$ cat src/verilog/rcrb_regs.vh
/*
 * Register map constants for the radio control register bank.
 * Assumes a byte-wide register access port with 6-bit addresses.
 */
// Functional notes
// - Wake status bit 0 reads 1 while a wake interrupt is pending.
// - A wakeup raises the interrupt request and sets wake pending together.
// - Reading the wake status register clears pending and the request.
// - Wake status is read-only; bits 7:1 are reserved.
// - Analog control bit 6 gates writes to registers 0x2E and 0x2F.
// - Identifier registers 0x3C-0x3F read their contents only with bit 5 set.
// - Analog control bit 2 enables driving the amplifier control pin.
// - Analog control bit 1 selects amplifier pin polarity: 1 active low.
// - Writing 1 to analog bit 0 resets all registers; bit self-clears.
// - Channel field 6:0 sets synthesizer frequency in 1 MHz steps.
// - Signal strength bit 5 reads 1 when the strength value is valid.
// - Signal strength bits 4:0 report strength, larger for stronger signals.
// - Transmit bias field 2:0 sets amplifier gain monotonically.
// - Wakeup occurs when power-down deasserts and the device becomes ready.
// - Wake enable bit 0 at 0x1C enables the wake interrupt.
// - One strength sample is captured on each entry to receive mode.
`ifndef RCRB_REGS_VH
`define RCRB_REGS_VH
`define RCRB_ADDR_CONTROL    6'h03
`define RCRB_ADDR_WAKE_EN    6'h1C
`define RCRB_ADDR_WAKE_STAT  6'h1D
`define RCRB_ADDR_ANALOG     6'h20
`define RCRB_ADDR_CHANNEL    6'h21
`define RCRB_ADDR_STRENGTH   6'h22
`define RCRB_ADDR_TX_POWER   6'h23
`define RCRB_ADDR_CAL_A      6'h2E
`define RCRB_ADDR_CAL_B      6'h2F
`define RCRB_ADDR_ID_FIRST   6'h3C
`define RCRB_ID_PAGE         4'hF
`define RCRB_CTRL_RX_BIT     7
`define RCRB_ANA_WR_GATE     6
`define RCRB_ANA_ID_READ     5
`define RCRB_ANA_AMP_ON      2
`define RCRB_ANA_AMP_POL     1
`define RCRB_ANA_SOFT_RESET  0
`define RCRB_ANA_WMASK       8'h66
`define RCRB_STR_VALID       5
`define RCRB_RST_CONTROL     8'h00
`define RCRB_RST_WAKE_EN     8'h00
`define RCRB_RST_ANALOG      8'h00
`define RCRB_RST_CHANNEL     8'h00
`define RCRB_RST_TX_POWER    8'h00
`define RCRB_RST_CAL         8'h00
// The identifier value is arbitrary and names no real part.
`define RCRB_ID_VALUE        32'h12345678
`endif

$ cat src/verilog/rcrb_top.v
/*
 * Radio control register bank: wake status, analog control, channel,
 * signal strength and transmit power registers behind a byte access port.
 * Assumes the serial interface decoder delivers one-cycle read and write
 * strobes synchronous to CLK, and that the analog side supplies strength
 * samples and a ready indication.
 */
`include "rcrb_regs.vh"

module rcrb_top (
	// Clock, reset, enable
	input  wire       CLK,
	input  wire       RESET,
	input  wire       CE,
	// Register access port
	input  wire [5:0] ADDR,
	input  wire       WR_STB,
	input  wire [7:0] WDATA,
	input  wire       RD_STB,
	output reg  [7:0] RDATA,
	// Wake handling
	input  wire       POWER_DOWN_PIN,
	input  wire       SPI_READY,
	output reg        IRQ,
	// Signal strength source
	input  wire [4:0] STRENGTH_IN,
	input  wire       STRENGTH_VALID_IN,
	// Analog controls
	output reg        AMP_CONTROL_PIN,
	output reg        AMP_CONTROL_PIN_OE,
	output reg  [6:0] CHANNEL,
	output reg  [2:0] AMP_GAIN_SETTING,
	output reg        RX_MODE
);

	reg  [7:0] control_q;
	reg        wake_en_q;
	reg        wake_pend_q;
	reg  [7:0] analog_q;
	reg  [6:0] channel_q;
	reg  [2:0] gain_q;
	reg  [4:0] strength_q;
	reg        strength_ok_q;
	reg  [7:0] cal_a_q;
	reg  [7:0] cal_b_q;
	reg        awake_q;
	reg        rx_q;
	reg  [7:0] rdata_d;
	wire       wake_evt;
	wire       rd_wake;
	wire       wr_ana;
	wire       soft_rst;
	wire       rx_next;
	wire       rx_entry;
	wire [31:0] id_word;
	wire [1:0] id_sel;

	assign id_word  = `RCRB_ID_VALUE;
	assign id_sel   = ADDR[1:0];
	assign wr_ana   = WR_STB && (ADDR == `RCRB_ADDR_ANALOG);
	// The reset bit never stores; a write with it set restores all defaults.
	assign soft_rst = wr_ana && WDATA[`RCRB_ANA_SOFT_RESET];
	assign rd_wake  = RD_STB && (ADDR == `RCRB_ADDR_WAKE_STAT);
	// Wake fires on the rising edge of powered-up-and-ready.
	assign wake_evt = !POWER_DOWN_PIN && SPI_READY && !awake_q;
	assign rx_next  = (WR_STB && ADDR == `RCRB_ADDR_CONTROL) ?
	                  WDATA[`RCRB_CTRL_RX_BIT] : rx_q;
	assign rx_entry = rx_next && !rx_q;

	always @*
	begin
		rdata_d = 8'h00;
		case (ADDR)
			`RCRB_ADDR_CONTROL:   rdata_d = control_q;
			`RCRB_ADDR_WAKE_EN:   rdata_d = {7'h00, wake_en_q};
			`RCRB_ADDR_WAKE_STAT: rdata_d = {7'h00, wake_pend_q};
			`RCRB_ADDR_ANALOG:    rdata_d = analog_q;
			`RCRB_ADDR_CHANNEL:   rdata_d = {1'b0, channel_q};
			`RCRB_ADDR_STRENGTH:  rdata_d = {2'b00, strength_ok_q, strength_q};
			`RCRB_ADDR_TX_POWER:  rdata_d = {5'h00, gain_q};
			`RCRB_ADDR_CAL_A:     rdata_d = cal_a_q;
			`RCRB_ADDR_CAL_B:     rdata_d = cal_b_q;
			default:
			begin
				// Identifier bytes read as zero unless explicitly enabled.
				if (ADDR[5:2] == `RCRB_ID_PAGE &&
				    analog_q[`RCRB_ANA_ID_READ])
					rdata_d = id_word[{id_sel, 3'b000} +: 8];
			end
		endcase
	end

	always @(posedge CLK)
	begin
		if (RESET || (CE && soft_rst))
		begin
			control_q     <= `RCRB_RST_CONTROL;
			wake_en_q     <= 1'b0;
			wake_pend_q   <= 1'b0;
			analog_q      <= `RCRB_RST_ANALOG;
			channel_q     <= 7'h00;
			gain_q        <= 3'h0;
			strength_q    <= 5'h00;
			strength_ok_q <= 1'b0;
			cal_a_q       <= `RCRB_RST_CAL;
			cal_b_q       <= `RCRB_RST_CAL;
			awake_q       <= 1'b0;
			rx_q          <= 1'b0;
			RDATA         <= 8'h00;
			IRQ           <= 1'b0;
			AMP_CONTROL_PIN    <= 1'b0;
			AMP_CONTROL_PIN_OE <= 1'b0;
			CHANNEL          <= 7'h00;
			AMP_GAIN_SETTING <= 3'h0;
			RX_MODE          <= 1'b0;
		end
		else if (CE)
		begin
			awake_q <= !POWER_DOWN_PIN && SPI_READY;
			rx_q    <= rx_next;
			if (RD_STB)
				RDATA <= rdata_d;
			if (WR_STB)
			begin
				case (ADDR)
					`RCRB_ADDR_CONTROL:  control_q <= WDATA;
					`RCRB_ADDR_WAKE_EN:  wake_en_q <= WDATA[0];
					`RCRB_ADDR_ANALOG:   analog_q  <= WDATA & `RCRB_ANA_WMASK;
					`RCRB_ADDR_CHANNEL:  channel_q <= WDATA[6:0];
					`RCRB_ADDR_TX_POWER: gain_q    <= WDATA[2:0];
					`RCRB_ADDR_CAL_A:
					begin
						if (analog_q[`RCRB_ANA_WR_GATE])
							cal_a_q <= WDATA;
					end
					`RCRB_ADDR_CAL_B:
					begin
						if (analog_q[`RCRB_ANA_WR_GATE])
							cal_b_q <= WDATA;
					end
					default:
					begin
						// Wake status, strength and identifiers ignore writes.
					end
				endcase
			end
			// A new wake event wins over a same-cycle clearing read.
			if (wake_evt && wake_en_q)
				wake_pend_q <= 1'b1;
			else if (rd_wake)
				wake_pend_q <= 1'b0;
			IRQ <= (wake_evt && wake_en_q) || (wake_pend_q && !rd_wake);
			if (rx_entry)
			begin
				strength_q    <= STRENGTH_IN;
				strength_ok_q <= STRENGTH_VALID_IN;
			end
			AMP_CONTROL_PIN_OE <= analog_q[`RCRB_ANA_AMP_ON];
			AMP_CONTROL_PIN    <= analog_q[`RCRB_ANA_AMP_ON] &&
			                      (rx_q ^ analog_q[`RCRB_ANA_AMP_POL]);
			CHANNEL          <= channel_q;
			AMP_GAIN_SETTING <= gain_q;
			RX_MODE          <= rx_q;
		end
	end

endmodule

$ cat config.mk
export PLATFORM = sky130hd
export DESIGN_NAME = rcrb_top
export DESIGN_NICKNAME = d
export VERILOG_FILES = /design/src/verilog/rcrb_top.v
export VERILOG_INCLUDE_DIRS = /design/src /design/src/verilog
export SDC_FILE = /design/constraint.sdc
export NUM_CORES = 1
export LEC_CHECK = 0
export BUFFER_PORTS_ARGS = -buffer_cell sky130_fd_sc_hd__buf_2
export CORE_AREA = 4 4 81 83
export CTS_CLUSTER_SIZE = 28
export DETAILED_ROUTE_END_ITERATION = 8
export DIE_AREA = 0 0 85 87
export HOLD_SLACK_MARGIN = 0.03
export PLACE_DENSITY = 0.76
export REMOVE_ABC_BUFFERS = 1
export SYNTH_ARGS = -nofsm -noshare
export SYNTH_HDL_FRONTEND = slang
export SYNTH_SLANG_ARGS = --single-unit
export TNS_END_PERCENT = 100
$ cat constraint.sdc
create_clock -name CLK -period 4.35 [get_ports CLK]
set_clock_uncertainty 0.15 [all_clocks]
set_input_delay 0.87 -clock CLK [delete_from_list [all_inputs] [get_ports CLK]]
set_output_delay 0.87 -clock CLK [all_outputs]
set_load 0.01 [all_outputs]
==> results of run 1 <==
-- registers in the layout (all words and copies together) (netlist names), 3 cells and up --
register          flops
strength_q            5
AMP_GAIN_SETTING      3
analog_q              4
cal_a_q               8
cal_b_q               8
RDATA                 8
CHANNEL               7
control_q             8
gain_q                3
channel_q             7
-- through the flow --
step	util	hold WS, ns	instances
after floorplan	-	0.300	303
after global placement	0.585	0.303	430
after detailed placement	0.585	0.318	430
after CTS	0.621	0.332	446
after global routing	0.621	0.355	446
final	0.621	0.327	446
-- logic make-up (layout without fill, tap and decap cells) --
family                   after synthesis  count (layout)
AND/OR/NAND/NOR                      110             110
flip-flops                            70              70
multiplexers                          58              58
AO/OA/AOI/OAI                         56              56
buffers and inverters                 28              72
adder cells (fa/ha/maj)                4               4
XOR/XNOR                               1               1
-- tightest hold or removal path, delay by kind of cell (launching register included) --
family          cells  cell delay [ns]
flops               1             0.31
simple gates        1             0.06
compound gates      1             0.06
-- power groups by stage --
stage | clock network [W] | registers, W | logic, W
4_1_cts | 0.000560 | 0.000648 | 0.0000880
3_5_place_dp | 0 | 0.000663 | 0.0000874
5_1_grt | 0.000589 | 0.000649 | 0.0000956
6_report | 0.000550 | 0.000649 | 0.0000889
2_1_floorplan | 0 | 0.000665 | 0.0000378
3_3_place_gp | 0 | 0.000663 | 0.0000855
-- cells in the final DEF (no fill, tap or decap), types with 2 or more instances in the layout --
cell	Yosys	routed
nand2b_1	3	3
and3_1	7	7
nor2b_1	2	2
inv_1	4	4
clkbuf_8	0	12
buf_2	8	48
a32o_1	3	3
a22o_1	4	4
a22oi_1	7	7
o211ai_1	5	5
o21ai_0	5	5
and2_1	2	2
a2111oi_0	2	2
nand2_1	4	4
dfxtp_1	70	70
nand3_1	12	12
and4b_1	2	2
buf_4	0	3
o31ai_1	9	9
ha_1	4	4
a21oi_1	6	6
a211oi_1	3	3
a221oi_1	5	5
mux2i_1	58	58
nand4_2	2	2
clkbuf_1	15	2
nor2_1	65	65
-- worst min-delay path by stage --
stage	startpoint	to
after global placement	AMP_CONTROL_PIN$_SDFFE_PP0P_	AMP_CONTROL_PIN$_SDFFE_PP0P_
after CTS	AMP_CONTROL_PIN$_SDFFE_PP0P_	AMP_CONTROL_PIN$_SDFFE_PP0P_
after floorplan	awake_q$_SDFFE_PP0P_	awake_q$_SDFFE_PP0P_
final	AMP_CONTROL_PIN$_SDFFE_PP0P_	AMP_CONTROL_PIN$_SDFFE_PP0P_
after detailed placement	AMP_CONTROL_PIN$_SDFFE_PP0P_	AMP_CONTROL_PIN$_SDFFE_PP0P_
after global routing	AMP_CONTROL_PIN$_SDFFE_PP0P_	AMP_CONTROL_PIN$_SDFFE_PP0P_
-- per-layer routing --
layer  vias up  GRT usage  wire, um
li1       1274          -         -
met1      1235      0.303      3620
met2        89      0.336      3560
met3        12     0.0473       538
met4         0     0.0993       110
met5         -          0         0
-- cell type report --
class                           instances  area [sq um]  area share
Multi-Input combinational cell        229          1630       0.448
Sequential cell                        70          1400       0.386
Timing Repair Buffer                   52           283      0.0779
Clock buffer                           14           173      0.0475
Tap cell                               75          93.8      0.0258
Clock inverter                          2          38.8      0.0107
Inverter                                4          15.0     0.00413
==> reports/qor.csv, run 1 <==
metric,value,unit
run status,"finished, final reports clean",
Post-synth EDFFs,0,
grt ovf,0,
Syn Inst Count,327,
HPWL Detailed,5220,um
Core Area,5850,sq um
Psw,0.000299,W
pin count of the biggest net entering global routing,43,
Worst Max-Slew Pin Slew,0.673,ns
highest-delay cell along the critical path,nor4_4,
share of cells above drive strength 1,0.197,
CP bufs+invs,1,
"top cells by area, synth","dfxtp_1, mux2i_1, nor2_1",
Die Span X,85,um
Clock Power Share,0.427,
"Hold-fix buffers, CTS",0,
Min-Delay Path Class,reg2reg,
clock latency on the worst-skew pair,0.34,ns
R2R depth,4,
xor/xnor share of the synthesized area,0.00279,
crit path to,strength_q[0]$_SDFFE_PP0P_,
endpoint class of the critical path,flop,
pre-CTS setup slack,1.04,ns
Internal,0.000989,W
largest family of logic cells by synthesized area,multiplexers,
endpoints failing hold,0,
Fill cells,514,
post-route ant nets,0,
"Seq/Total Area, Yosys",0.446,
top-count cell post-synth,dfxtp_1,
DRC Markers,0,
IO Port Bufs,48,
min Tclk post-route,2.98,ns
RR Startpoint,rx_q$_SDFFE_PP0P_,
placed cell area,3420,sq um
iteration count of the initial detailed-routing pass,4,
FP Rows,28,
Yosys Warn Count,0,
antenna violations before repair,0,
Final period util,0.686,
clk slew on worst S/H paths,0.07,ns
Post-Syn Area,3140,sq um
Async SR Flop Fraction,0,
max cap viols,0,
H-tree Lvls,3,
PostCTS Resize Cnt,0,
hold path depth,2,
total number of vias,2610,
setup bufs post-CTS,0,
root buf cell,clkbuf_8,
Synth Area in Adders,0.0159,
Inserted Diodes,0,
Worst EP required,4.43,ns
drt via density,5.85,
area grow syn2layout,15.6,%
Comb pwr share,0.069,
CTS Sinks,70,
slew margin rel.,0.548,
"CP delay by family, top",simple AND/OR/NAND/NOR gates,
final worst setup slack,1.37,ns
maximum fanout along the worst path,15,
clock buffer depth,2,
Reg power frac,0.504,
Finish-stage setup viols,0,
fraction of synthesized area in multiplexers,0.185,
Synth Area in Compound Gates,0.135,
sw frac,0.232,
TNS Setup,0,ns
RSZ-0062 raised after global routing,false,
post-synthesis register bit count,70,
fin. max-slew vios,0,
r2r setup slk,2.66,ns
element type at the critical path start,input port,
post-route cell area,3630,sq um
DRT iter0 DRCs,171,
Worst IR Drop VDD,214,uV
"critical path, cell by cell",buf_2 > ha_1 > or4b_4 > nor4_4 > mux2i_1 > nor2_1,
Worst path depth,6,
total power,0.00129,W
first-pass GRT wire length,12800,um
reg2reg end,strength_q[0]$_SDFFE_PP0P_,
static leakage,1.66,nW
routability cong.,0.836,
Worst EP arrival,3.07,ns
Nets,397,
WS Path Type,in2reg,
Die Ht,87,um
power per cell area,355,nW/um^2
CTS tree,built,
simple-gate portion of the synthesized area,0.179,
post-synth top area cell,dfxtp_1,
library cells used by synthesis,44,
critical path startpoint,ADDR[1],
IO Count,49,
"Top FF cell, synth",dfxtp_1,
gr usage total,0.222,
post-synth top area share,0.446,
list of most frequent post-synthesis cells,"dfxtp_1, nor2_1, mux2i_1, clkbuf_1, nand3_1",
fmax,335,MHz
Synth Area per Inst,9.61,sq um
Initial Utilization,0.537,
Wirelength per Cell,17.5,um
total CTS buffers,9,
total die area,7400,sq um
delay of the slowest cell on the worst path,0.60,ns
final wirelength,7820,um
number of global-route vias before repair,2477,
Note: power is estimated with default switching activity, not from simulation.
==> inputs of run 2 (changes only) <==
Settings changed: CORE_AREA 4 4 81 83 to 4 4 84 86, DIE_AREA 0 0 85 87 to 0 0 88 90, PLACE_DENSITY 0.76 to 0.74.
Clock period 4.35 ns to 2.4 ns, I/O delays scaled along.
==> reports/qor.csv, run 2 (synthesized netlist as in run 1, its figures left out) <==
metric,value,unit,change
total power,0.00229,W,+78%
Inserted Diodes,0,,unchanged
element type at the critical path start,input port,,
Worst IR Drop VDD,455,uV,+110%
endpoint class of the critical path,flop,,
"commonest cells after routing, fill and taps aside","dfxtp_1, nor2_1, mux2i_1",,
PostCTS Resize Cnt,0,,unchanged
antenna violations before repair,0,,unchanged
IO Count,49,,unchanged
Clock Power Share,0.412,,-0.015
slew margin rel.,0.579,,+0.0312
"most common cell after layout, fill and taps aside",dfxtp_1,,
Final period util,0.859,,
pin count of the biggest net entering global routing,49,,+14%
CTS Sinks,70,,unchanged
clock latency on the worst-skew pair,0.35,ns,about the same
Fill cells,568,,+11%
Die Ht,90,um,+3.4%
worst hold slack,0.224,ns,-0.104 ns
Die Span X,88,um,+3.5%
Layout Cells excl Fill,467,,+4.7%
maximum fanout along the worst path,10,,-5
fin. max-slew vios,0,,unchanged
Placed Cells,451,,+4.9%
CTS tree,built,,
clock buffer depth,2,,unchanged
Psw,0.000555,W,+86%
iteration count of the initial detailed-routing pass,4,,unchanged
final wirelength,7810,um,-0.17%
Core Area,6280,sq um,+7.3%
power per cell area,607,nW/um^2,+71%
HPWL Detailed,5550,um,+6.3%
Nets,416,,+4.8%
Reg area,1400,sq um,unchanged
WS Path Type,in2reg,,
static leakage,1.75,nW,+5.4%
post-route cell area,3780,sq um,+4.0%
IO Port Bufs,48,,unchanged
gr usage total,0.209,,-0.0126
min Tclk post-route,2.06,ns,
Finish-stage setup viols,0,,unchanged
sw frac,0.242,,+0.00984
Internal,0.00174,W,+76%
r2r setup slk,0.73,ns,-1.93 ns
setup bufs post-CTS,0,,unchanged
Worst EP arrival,2.14,ns,-0.93 ns
"critical path, cell by cell",buf_2 > inv_1 > ha_1 > a22oi_1 > a21oi_1 > a2111oi_0 > buf_4 > o31ai_1,,
Multi-input gate area,1630,sq um,unchanged
first-pass GRT wire length,13000,um,+1.2%
H-tree Lvls,3,,unchanged
Min-Delay Path Class,in2reg,,
Comb pwr share,0.076,,+0.007
DRC Markers,0,,unchanged
share of cells above drive strength 1,0.241,,+0.0443
max cap viols,0,,unchanged
"Hold-fix buffers, CTS",0,,unchanged
number of global-route vias before repair,2596,,+4.8%
Worst EP required,2.48,ns,-1.95 ns
Wirelength per Cell,16.7,um,-4.7%
grt ovf,0,,unchanged
delay of the slowest cell on the worst path,0.53,ns,-0.07 ns
endpoints failing hold,0,,unchanged
total number of vias,2684,,+2.8%
FP Rows,29,,+3.6%
Worst Max-Slew Pin Slew,0.623,ns,-0.0500 ns
DRT iter0 DRCs,266,,+56%
run status,"finished, final reports clean",,
Util after Layout,0.602,,-0.0191
placed cell area,3580,sq um,+4.6%
Reg power frac,0.512,,+0.008
area grow syn2layout,20.2,%,
routability cong.,0.844,,+0.98%
Initial Utilization,0.501,,-0.0365
fmax,485,MHz,
root buf cell,clkbuf_8,,
total CTS buffers,9,,unchanged
post-route ant nets,0,,unchanged
highest-delay cell along the critical path,a2111oi_0,,
clk slew on worst S/H paths,0.08,ns,about the same
drt via density,5.75,,-1.8%
total die area,7920,sq um,+7.1%
RSZ-0062 raised after global routing,false,,
-- run 2: cell count changes in the layout (fill, tap and decap cells not counted) --
cell        change
buf_12          +1
buf_4          +18
clkbuf_1        -2
clkbuf_8        -2
clkinv_2        +3
clkinvlp_4      +1
-- run 2: power by group through the flow --
stage                     Combinational [W]  Sequential [W]  Clock [W]
final                              0.000174         0.00117   0.000945
after global routing               0.000190         0.00118    0.00103
after CTS                          0.000174         0.00117   0.000954
after detailed placement           0.000172         0.00120          0
after global placement             0.000171         0.00120          0
after floorplan                   0.0000684         0.00120          0
-- run 2: critical path: cells and delay by family --
family | cells | cell delay, ns
AO/OA/AOI/OAI | 4 | 0.92
buffers and inverters | 3 | 0.37
adder cells (fa/ha/maj) | 1 | 0.36
-- run 2: cell type report --
cell class / count / area share
clock buffers: 10 / 0.0364
clock inverters: 6 / 0.0162
inverters: 4 / 0.00397
multi-input cells: 229 / 0.431
flip-flops and latches: 70 / 0.371
well taps: 77 / 0.0255
repair buffers: 71 / 0.116
-- run 2: metrics by stage --
stage	setup WS, ns	setup TNS [ns]
after floorplan	-0.540	-31.11
after global placement	0.0472	0
after detailed placement	0.0108	0
after CTS	0.378	0
after global routing	0.174	0
final	0.339	0
-- run 2: path summary, 6_finish.rpt --
path,cells after the start,endpoint,start
max,8,RDATA[1]$_SDFFE_PP0P_,ADDR[0]
min,3,strength_q[1]$_SDFFE_PP0P_,STRENGTH_IN[1]
max reg2reg,5,RDATA[1]$_SDFFE_PP0P_,analog_q[1]$_SDFFE_PP0P_
min reg2reg,2,AMP_CONTROL_PIN$_SDFFE_PP0P_,AMP_CONTROL_PIN$_SDFFE_PP0P_
-- run 2: layer usage --
layer,share of wire,GRT usage,vias to the layer above
met5,0,0,-
met4,0.020,0.0742,0
met2,0.45,0.306,93
met3,0.068,0.0530,22
li1,-,-,1307
met1,0.46,0.296,1262
